File: src/hw/epiw_pkg.sv
// constants for the extra external pin interrupt and wake block
// assumes a 200 MHz mclk and an Avalon-MM register port
package epiw_pkg;
  localparam int unsigned NPINS = 8;
  localparam int unsigned AW = 8;
  localparam logic [7:0] ADDR_ENABLE = 8'h84;
  localparam logic [7:0] ADDR_FLAGS = 8'h85;
  localparam logic [7:0] ADDR_CTRL = 8'h88;
  localparam logic [7:0] ADDR_MASK = 8'h89;
  localparam logic [7:0] ADDR_STATUS = 8'h8a;
  localparam logic [7:0] RST_ENABLE = 8'h00;
  localparam logic [7:0] RST_FLAGS = 8'h00;
  localparam logic [7:0] RST_MASK = 8'h00;
  localparam int unsigned CTRL_SHARED_BIT = 0;
  localparam int unsigned CTRL_GLOBAL_BIT = 1;
  localparam logic [31:0] UNMAPPED_DATA = 32'h0000_0000;
  typedef enum logic [1:0] {EPIW_IDLE, EPIW_ANSWER} epiw_bus_t;
endpackage : epiw_pkg

File: src/hw/epiw_flag_bit.sv
// one sticky flag: hardware set, software clear by write of a given value
// assumes synchronous inputs on mclk
`timescale 1ns/10ps
module epiw_flag_bit (
  input wire logic mclk,
  input wire logic rstn,
  input wire logic set_i,
  input wire logic clr_i,
  output logic flag_q
);
  always_ff @(posedge mclk) begin
    if (!rstn) begin
      flag_q <= 1'b0;
    end else if (set_i) begin
      flag_q <= 1'b1;
    end else if (clr_i) begin
      flag_q <= 1'b0;
    end
  end

  a_set_wins: assert property (@(posedge mclk) disable iff (!rstn)
    set_i |=> flag_q) else $error("flag lost on set");
endmodule : epiw_flag_bit

File: src/hw/epiw_top.sv
// extra external pin interrupt enables, flags, wake and irq status
// assumes pin_event pulses are synchronous one-cycle trigger events
`timescale 1ns/10ps
module epiw_top #(
  parameter int unsigned NPINS = epiw_pkg::NPINS
) (
  input wire logic mclk,
  input wire logic rstn,
  input wire logic [7:0] avs_address,
  input wire logic avs_read,
  input wire logic avs_write,
  input wire logic [31:0] avs_writedata,
  input wire logic [3:0] avs_byteenable,
  output logic [31:0] avs_readdata,
  output logic avs_waitrequest,
  input wire logic [NPINS-1:0] pin_event,
  input wire logic stop_halt_mode,
  output logic [NPINS-1:0] pin_irq_req,
  output logic wake_req,
  output logic cpu_irq,
  output logic irq
);
  logic [7:0] enable_q;
  logic [NPINS-1:0] flags_q;
  logic [NPINS-1:0] sts_q;
  logic [7:0] mask_q;
  logic shared_en_q;
  logic global_en_q;
  epiw_pkg::epiw_bus_t bus_q;
  logic acc;
  logic wr_go;
  logic lane0;
  logic [NPINS-1:0] armed;
  logic flag_wr;
  logic sts_wr;
  logic [NPINS-1:0] pin_set;
  logic [NPINS-1:0] armed_flags;

  // one wait cycle, answer on second edge
  assign acc = avs_read | avs_write;
  assign avs_waitrequest = acc && (bus_q == epiw_pkg::EPIW_IDLE);
  assign wr_go = avs_write && (bus_q == epiw_pkg::EPIW_ANSWER);
  assign lane0 = avs_byteenable[0];
  assign flag_wr = wr_go && lane0 && (avs_address == epiw_pkg::ADDR_FLAGS);
  assign sts_wr = wr_go && lane0 && (avs_address == epiw_pkg::ADDR_STATUS);

  always_ff @(posedge mclk) begin
    if (!rstn) begin
      bus_q <= epiw_pkg::EPIW_IDLE;
    end else begin
      case (bus_q)
        epiw_pkg::EPIW_IDLE: begin
          if (acc) begin
            bus_q <= epiw_pkg::EPIW_ANSWER;
          end else begin
            bus_q <= epiw_pkg::EPIW_IDLE;
          end
        end
        epiw_pkg::EPIW_ANSWER: bus_q <= epiw_pkg::EPIW_IDLE;
        default: bus_q <= epiw_pkg::EPIW_IDLE;
      endcase
    end
  end

  // pin enables
  always_ff @(posedge mclk) begin
    if (!rstn) begin
      enable_q <= epiw_pkg::RST_ENABLE;
    end else if (wr_go && lane0 && avs_address == epiw_pkg::ADDR_ENABLE) begin
      enable_q <= avs_writedata[7:0];
    end
  end

  // interrupt mask
  always_ff @(posedge mclk) begin
    if (!rstn) begin
      mask_q <= epiw_pkg::RST_MASK;
    end else if (wr_go && lane0 && avs_address == epiw_pkg::ADDR_MASK) begin
      mask_q <= avs_writedata[7:0];
    end
  end

  // shared and global enables
  always_ff @(posedge mclk) begin
    if (!rstn) begin
      shared_en_q <= 1'b0;
      global_en_q <= 1'b0;
    end else if (wr_go && lane0 && avs_address == epiw_pkg::ADDR_CTRL) begin
      shared_en_q <= avs_writedata[epiw_pkg::CTRL_SHARED_BIT];
      global_en_q <= avs_writedata[epiw_pkg::CTRL_GLOBAL_BIT];
    end
  end

  // pin enable and shared enable both needed
  assign armed = enable_q[NPINS-1:0] & {NPINS{shared_en_q}};
  assign pin_set = pin_event & armed;
  assign armed_flags = flags_q & armed;

  genvar g;
  generate
    for (g = 0; g < NPINS; g++) begin : g_pin
      epiw_flag_bit u_flag (
        .mclk(mclk),
        .rstn(rstn),
        .set_i(pin_set[g]),
        .clr_i(flag_wr && !avs_writedata[g]),
        .flag_q(flags_q[g])
      );
      epiw_flag_bit u_sts (
        .mclk(mclk),
        .rstn(rstn),
        .set_i(pin_set[g]),
        .clr_i(sts_wr && avs_writedata[g]),
        .flag_q(sts_q[g])
      );
      // per-pin gating checks
      a_pin_gate: assert property (@(posedge mclk) disable iff (!rstn)
        pin_irq_req[g] |-> $past(enable_q[g]) && $past(shared_en_q))
        else $error("pin request while gated off");
      a_no_stray_set: assert property (@(posedge mclk) disable iff (!rstn)
        (!armed[g] && !flags_q[g]) |=> !flags_q[g])
        else $error("flag set while disarmed");
    end
  endgenerate

  // per-pin requests
  always_ff @(posedge mclk) begin
    if (!rstn) begin
      pin_irq_req <= '0;
    end else begin
      pin_irq_req <= armed_flags;
    end
  end

  // wake ignores global enable
  always_ff @(posedge mclk) begin
    if (!rstn) begin
      wake_req <= 1'b0;
    end else begin
      wake_req <= stop_halt_mode && |armed_flags;
    end
  end

  // cpu irq honours global enable
  always_ff @(posedge mclk) begin
    if (!rstn) begin
      cpu_irq <= 1'b0;
    end else begin
      cpu_irq <= global_en_q && |armed_flags;
    end
  end

  // masked sticky status interrupt
  always_ff @(posedge mclk) begin
    if (!rstn) begin
      irq <= 1'b0;
    end else begin
      irq <= |(sts_q & mask_q[NPINS-1:0]);
    end
  end

  // read data
  always_ff @(posedge mclk) begin
    if (!rstn) begin
      avs_readdata <= epiw_pkg::UNMAPPED_DATA;
    end else if (avs_read && bus_q == epiw_pkg::EPIW_IDLE) begin
      case (avs_address)
        epiw_pkg::ADDR_ENABLE: avs_readdata <= {24'h000000, enable_q};
        epiw_pkg::ADDR_FLAGS: avs_readdata <= {24'h000000, flags_q};
        epiw_pkg::ADDR_MASK: avs_readdata <= {24'h000000, mask_q};
        epiw_pkg::ADDR_STATUS: avs_readdata <= {24'h000000, sts_q};
        epiw_pkg::ADDR_CTRL: avs_readdata <= {30'h0, global_en_q, shared_en_q};
        default: avs_readdata <= epiw_pkg::UNMAPPED_DATA;
      endcase
    end
  end

  // gating, flag and bus checks
  a_wake_no_ea: assert property (@(posedge mclk) disable iff (!rstn)
    (stop_halt_mode && |armed_flags && !global_en_q) |=> wake_req)
    else $error("wake blocked by global enable");
  a_shared_gate: assert property (@(posedge mclk) disable iff (!rstn)
    (!shared_en_q && !$past(shared_en_q)) |-> (!wake_req && pin_irq_req == '0))
    else $error("irq without shared enable");
  a_en_gate: assert property (@(posedge mclk) disable iff (!rstn)
    (enable_q == '0 && $past(enable_q) == '0) |-> !wake_req)
    else $error("wake with pins disabled");
  a_flag_clear: assert property (@(posedge mclk) disable iff (!rstn)
    (flag_wr && !avs_writedata[0] && !pin_set[0]) |=> !flags_q[0])
    else $error("flag not cleared");
  a_flag_set: assert property (@(posedge mclk) disable iff (!rstn)
    pin_set[0] |=> flags_q[0] ##1 (pin_irq_req[0] || !$past(armed[0])))
    else $error("pin event lost");
  a_flag_keep: assert property (@(posedge mclk) disable iff (!rstn)
    (flag_wr && avs_writedata[0] && flags_q[0]) |=> flags_q[0])
    else $error("flag cleared by write of one");
  a_status_clear: assert property (@(posedge mclk) disable iff (!rstn)
    (sts_wr && avs_writedata[0] && !pin_set[0]) |=> !sts_q[0])
    else $error("status not cleared");
  a_bus_wait: assert property (@(posedge mclk) disable iff (!rstn)
    ($rose(avs_read) && bus_q == epiw_pkg::EPIW_IDLE) |-> avs_waitrequest ##1 !avs_waitrequest)
    else $error("bus answer timing");
  a_wait_idle: assert property (@(posedge mclk) disable iff (!rstn)
    (!avs_read && !avs_write) |-> !avs_waitrequest)
    else $error("waitrequest while idle");
  a_read_upper: assert property (@(posedge mclk) disable iff (!rstn)
    (avs_read && !avs_waitrequest) |-> avs_readdata[31:8] == '0)
    else $error("read data upper bits set");
  a_read_hold: assert property (@(posedge mclk) disable iff (!rstn)
    !avs_read |=> $stable(avs_readdata))
    else $error("read data changed without read");
  a_be_ignored: assert property (@(posedge mclk) disable iff (!rstn)
    (wr_go && !lane0) |=> ($stable(enable_q) && $stable(mask_q)))
    else $error("write without byte lane applied");
  a_cpu_ea: assert property (@(posedge mclk) disable iff (!rstn)
    !global_en_q |=> !cpu_irq)
    else $error("cpu irq with global enable off");
  a_irq_level: assert property (@(posedge mclk) disable iff (!rstn)
    ((sts_q & mask_q[NPINS-1:0]) != '0) |=> irq)
    else $error("unmasked status without irq");

  // main scenarios
  c_wake: cover property (@(posedge mclk) disable iff (!rstn) $rose(wake_req));
  c_irq: cover property (@(posedge mclk) disable iff (!rstn) $rose(irq));
  c_clash: cover property (@(posedge mclk) disable iff (!rstn)
    pin_set[0] && flag_wr && !avs_writedata[0]);
  c_wake_ea_off: cover property (@(posedge mclk) disable iff (!rstn) !global_en_q && $rose(wake_req));
  c_flag_drop: cover property (@(posedge mclk) disable iff (!rstn) $fell(flags_q[0]));
endmodule : epiw_top

File: config.mk
export PLATFORM = sky130hd
export DESIGN_NAME = epiw_top
export DESIGN_NICKNAME = d
export VERILOG_FILES = /design/src/hw/epiw_pkg.sv /design/src/hw/epiw_flag_bit.sv /design/src/hw/epiw_top.sv
export SDC_FILE = /design/constraint.sdc
export NUM_CORES = 1
export LEC_CHECK = 0
export ABC_AREA = 1
export BUFFER_PORTS_ARGS = -buffer_cell sky130_fd_sc_hd__buf_2
export CAP_MARGIN = 0
export CORE_ASPECT_RATIO = 0.5
export CORE_MARGIN = 5
export CORE_UTILIZATION = 32
export DETAILED_ROUTE_END_ITERATION = 8
export MAX_ROUTING_LAYER = met4
export PLACE_DENSITY_LB_ADDON = 0.12
export RECOVER_POWER = 100
export SYNTH_ARGS = -nofsm -noshare
export SYNTH_HDL_FRONTEND = slang
export SYNTH_HIERARCHICAL = 1
export SYNTH_SLANG_ARGS = --single-unit
export TNS_END_PERCENT = 100
File: constraint.sdc
create_clock -name mclk -period 1.8 [get_ports mclk]
set_input_delay 0.27 -clock mclk [delete_from_list [all_inputs] [get_ports mclk]]
set_output_delay 0.27 -clock mclk [all_outputs]
set_load 0.005 [all_outputs]
==> impl_metrics.env <==
export IMPL_dieArea_mm2=0.0110
export IMPL_synth_area_per_cell_um2=7.25
export IMPL_r2r_end="g_pin[2].u_flag/flag_q"
export IMPL_fillCellCount=984
export IMPL_cp_required_ns=2.00
export IMPL_clk_pin_slew_ns=0.07
export IMPL_dp_cells=552
export IMPL_post_cts_buffers=0
export IMPL_crit_path_start_kind="register"
export IMPL_syn2layout_area_growth_pct=11.5
export IMPL_fmax_mhz=647
export IMPL_drive_above_1_share=0.169
export IMPL_dp_slack_ns=0.234
export IMPL_arrival_ns=1.74
export IMPL_skew_ns=0.00739
export IMPL_routed_wl_um=7670
export IMPL_clockPowerShare=0.411
export IMPL_whs_ns=0.195
export IMPL_grt_max_degree=23
export IMPL_grt_pass1_vias=2123
export IMPL_worstMarginPinSlew_ns=0.508
export IMPL_final_max_slew_violation_count=0
export IMPL_rows=24
export IMPL_reg2regPathDepth=6
export IMPL_hold_buffers=0
export IMPL_final_common_cell="inv_1"
export IMPL_start_util=0.327
export IMPL_relSlewSlack=0.659
export IMPL_seqPwrFrac=0.517
export IMPL_fin_ws_ns=0.254
export IMPL_p_per_area_mw_per_mm2=735
export IMPL_post_drt_wl_per_cell_um=13.7
export IMPL_p_leak_nw=1.30
export IMPL_p_int_mw=1.77
export IMPL_yosysUniqueCellTypes=32
export IMPL_tritoncts="done"
export IMPL_power_frac_comb=0.072
export IMPL_min_path_type="in2reg"
export IMPL_yosysSeqAreaShare=0.381
export IMPL_dpl_hpwl_um=5630
export IMPL_fin_crit_sh=0.859
export IMPL_fin_cells=560
export IMPL_rr_startpoint="bus_q[0]"
export IMPL_gr_total_overflow=0
export IMPL_die_w_um=143
export IMPL_finalCriticalPeriod_ns=1.55
export IMPL_finalPower_mw=2.32
export IMPL_rsz0062_at_grt="false"
export IMPL_io_buffers=49
export IMPL_coreArea_mm2=0.00868
export IMPL_final_antenna_net_count=0
export IMPL_syn_area_mm2=0.00284
export IMPL_finalHoldViolCount=0
export IMPL_drt_iter0_drc=136
export IMPL_layout_common_cells="inv_1, dfxtp_1, nand2_1"
export IMPL_root_buffer="clkbuf_16"
export IMPL_drt_first_pass_iters=4
export IMPL_via_per_inst=4.32
export IMPL_cts_made_buffers=5
export IMPL_cts_resized_gates=0
export IMPL_antennaDiodeCount=0
export IMPL_regToRegSetupSlack_ns=0.25
export IMPL_cp_endpoint="g_pin[2].u_flag/flag_q"
export IMPL_io_pins=101
export IMPL_cp_max_fo=8
export IMPL_finalNetCount=499
export IMPL_vias=2418
export IMPL_vdd_drop_max_mv=0.343
export IMPL_drc_errors=0
export IMPL_clockBufferDepth=2
export IMPL_globalplace_congestion=0.806
export IMPL_clk_latency_ns=0.29
export IMPL_grt_pass1_wl_um=11700
export IMPL_track_usage=0.141
export IMPL_netSwitchingPower_mw=0.557
export IMPL_outcome="finished clean"
export IMPL_path_class="reg2reg"
export IMPL_synthesis_instances=391
export IMPL_yosys_warnings=6
export IMPL_numClockSinks=54
export IMPL_drv_cap=0
export IMPL_multi_input_area_mm2=0.00118
export IMPL_cp_startpoint="bus_q[0]"
export IMPL_setup_viol=0
export IMPL_final_seq_area_mm2=0.00108
export IMPL_antenna_found_initial=0
export IMPL_synth_seq_cells=54
export IMPL_h_tree_depth=2
export IMPL_worstSetupEndpointType="register"
export IMPL_die_h_um=76.6
export IMPL_setup_tns_ns=0
export IMPL_swShare=0.240
export IMPL_worstHoldPathCells=3
[Yosys cell counts]
cell / n / share of area
o22ai_1: 2 / 0.0044
inv_2: 4 / 0.0053
nand4_4: 1 / 0.0075
o21ai_1: 6 / 0.011
nand4_1: 11 / 0.024
and3_2: 1 / 0.0026
nand3_2: 1 / 0.0035
inv_1: 85 / 0.11
dfxtp_1: 54 / 0.38
nor2_4: 2 / 0.0079
buf_2: 3 / 0.0053
nand3_1: 33 / 0.058
a221oi_1: 1 / 0.0031
nand2_1: 38 / 0.050
clkbuf_2: 1 / 0.0018
conb_1: 1 / 0.0013
o21ai_0: 18 / 0.032
nor3_1: 2 / 0.0035
buf_6: 4 / 0.016
clkbuf_1: 2 / 0.0026
and3_1: 8 / 0.018
a21oi_1: 25 / 0.044
nor2_2: 2 / 0.0044
clkinv_1: 1 / 0.0013
nand3_4: 2 / 0.012
nor2_8: 1 / 0.0071
a21oi_2: 18 / 0.056
buf_4: 24 / 0.064
nand2_2: 4 / 0.0088
a22o_1: 2 / 0.0062
nor2_1: 33 / 0.044
buf_1: 1 / 0.0013
[sequential cells by signal, summed over array words and instances (netlist names)]
register	count
avs_readdata	8
pin_irq_req	8
shared_en_q	1
g_pin.u_flag/flag_q	8
enable_q	8
wake_req	1
g_pin.u_sts/flag_q	8
irq	1
cpu_irq	1
mask_q	8
bus_q	1
global_en_q	1
[metal layers]
| metal | GRT usage | wire length, um | share of wire |
|---|---|---|---|
| met1 | 0.223 | 4230 | 0.55 |
| met2 | 0.175 | 2690 | 0.35 |
| met3 | 0.0313 | 678 | 0.088 |
| met4 | 0.0332 | 70 | 0.0091 |
| met5 | - | 0 | 0 |
[metrics by stage]
step / instance area, um^2 / util
after detailed placement: 3110 / 0.358
after global routing: 3160 / 0.364
after CTS: 3250 / 0.375
final: 3160 / 0.364
after floorplan: 2920 / -
after global placement: 3110 / 0.358
[area by class of cell]
type,count,share of cell area
Multi-Input combinational cell,235,0.373
Clock buffer,6,0.0408
Timing Repair Buffer,56,0.0871
Tap cell,117,0.0463
Inverter,90,0.107
Clock inverter,2,0.00435
Sequential cell,54,0.342
[critical path, cell delays in order (launching register included)]
cell and delay [ns]:
dfxtp_1 0.37, and3_2 0.31, nand3_1 0.39, nor2_1 0.22, inv_1 0.05, nand2_1 0.07, a21oi_2 0.05
[how the worst min path moves through the flow]
stage / slack (ns) / startpoint / end
global placement: 0.45 / mask_q[2] / mask_q[2]
floorplan: 0.39 / stop_halt_mode / wake_req
CTS: 0.18 / stop_halt_mode / wake_req
global route: 0.20 / stop_halt_mode / wake_req
finish: 0.19 / stop_halt_mode / wake_req
detailed placement: 0.45 / mask_q[2] / mask_q[2]
[power by group through the flow]
stage	sequential, mW	clock [mW]	combinational (mW)
2_1_floorplan	1.23	0	0.136
3_3_place_gp	1.23	0	0.173
3_5_place_dp	1.23	0	0.173
4_1_cts	1.20	1.00	0.174
5_1_grt	1.20	1.04	0.190
6_report	1.20	0.956	0.166
[cells by family after synthesis]
group           share of synthesized area
compound gates                      0.156
buf+inv                             0.210
simple gates                        0.252
flops                               0.381
other cells                       0.00132
Note: power is estimated with default switching activity, not from simulation.
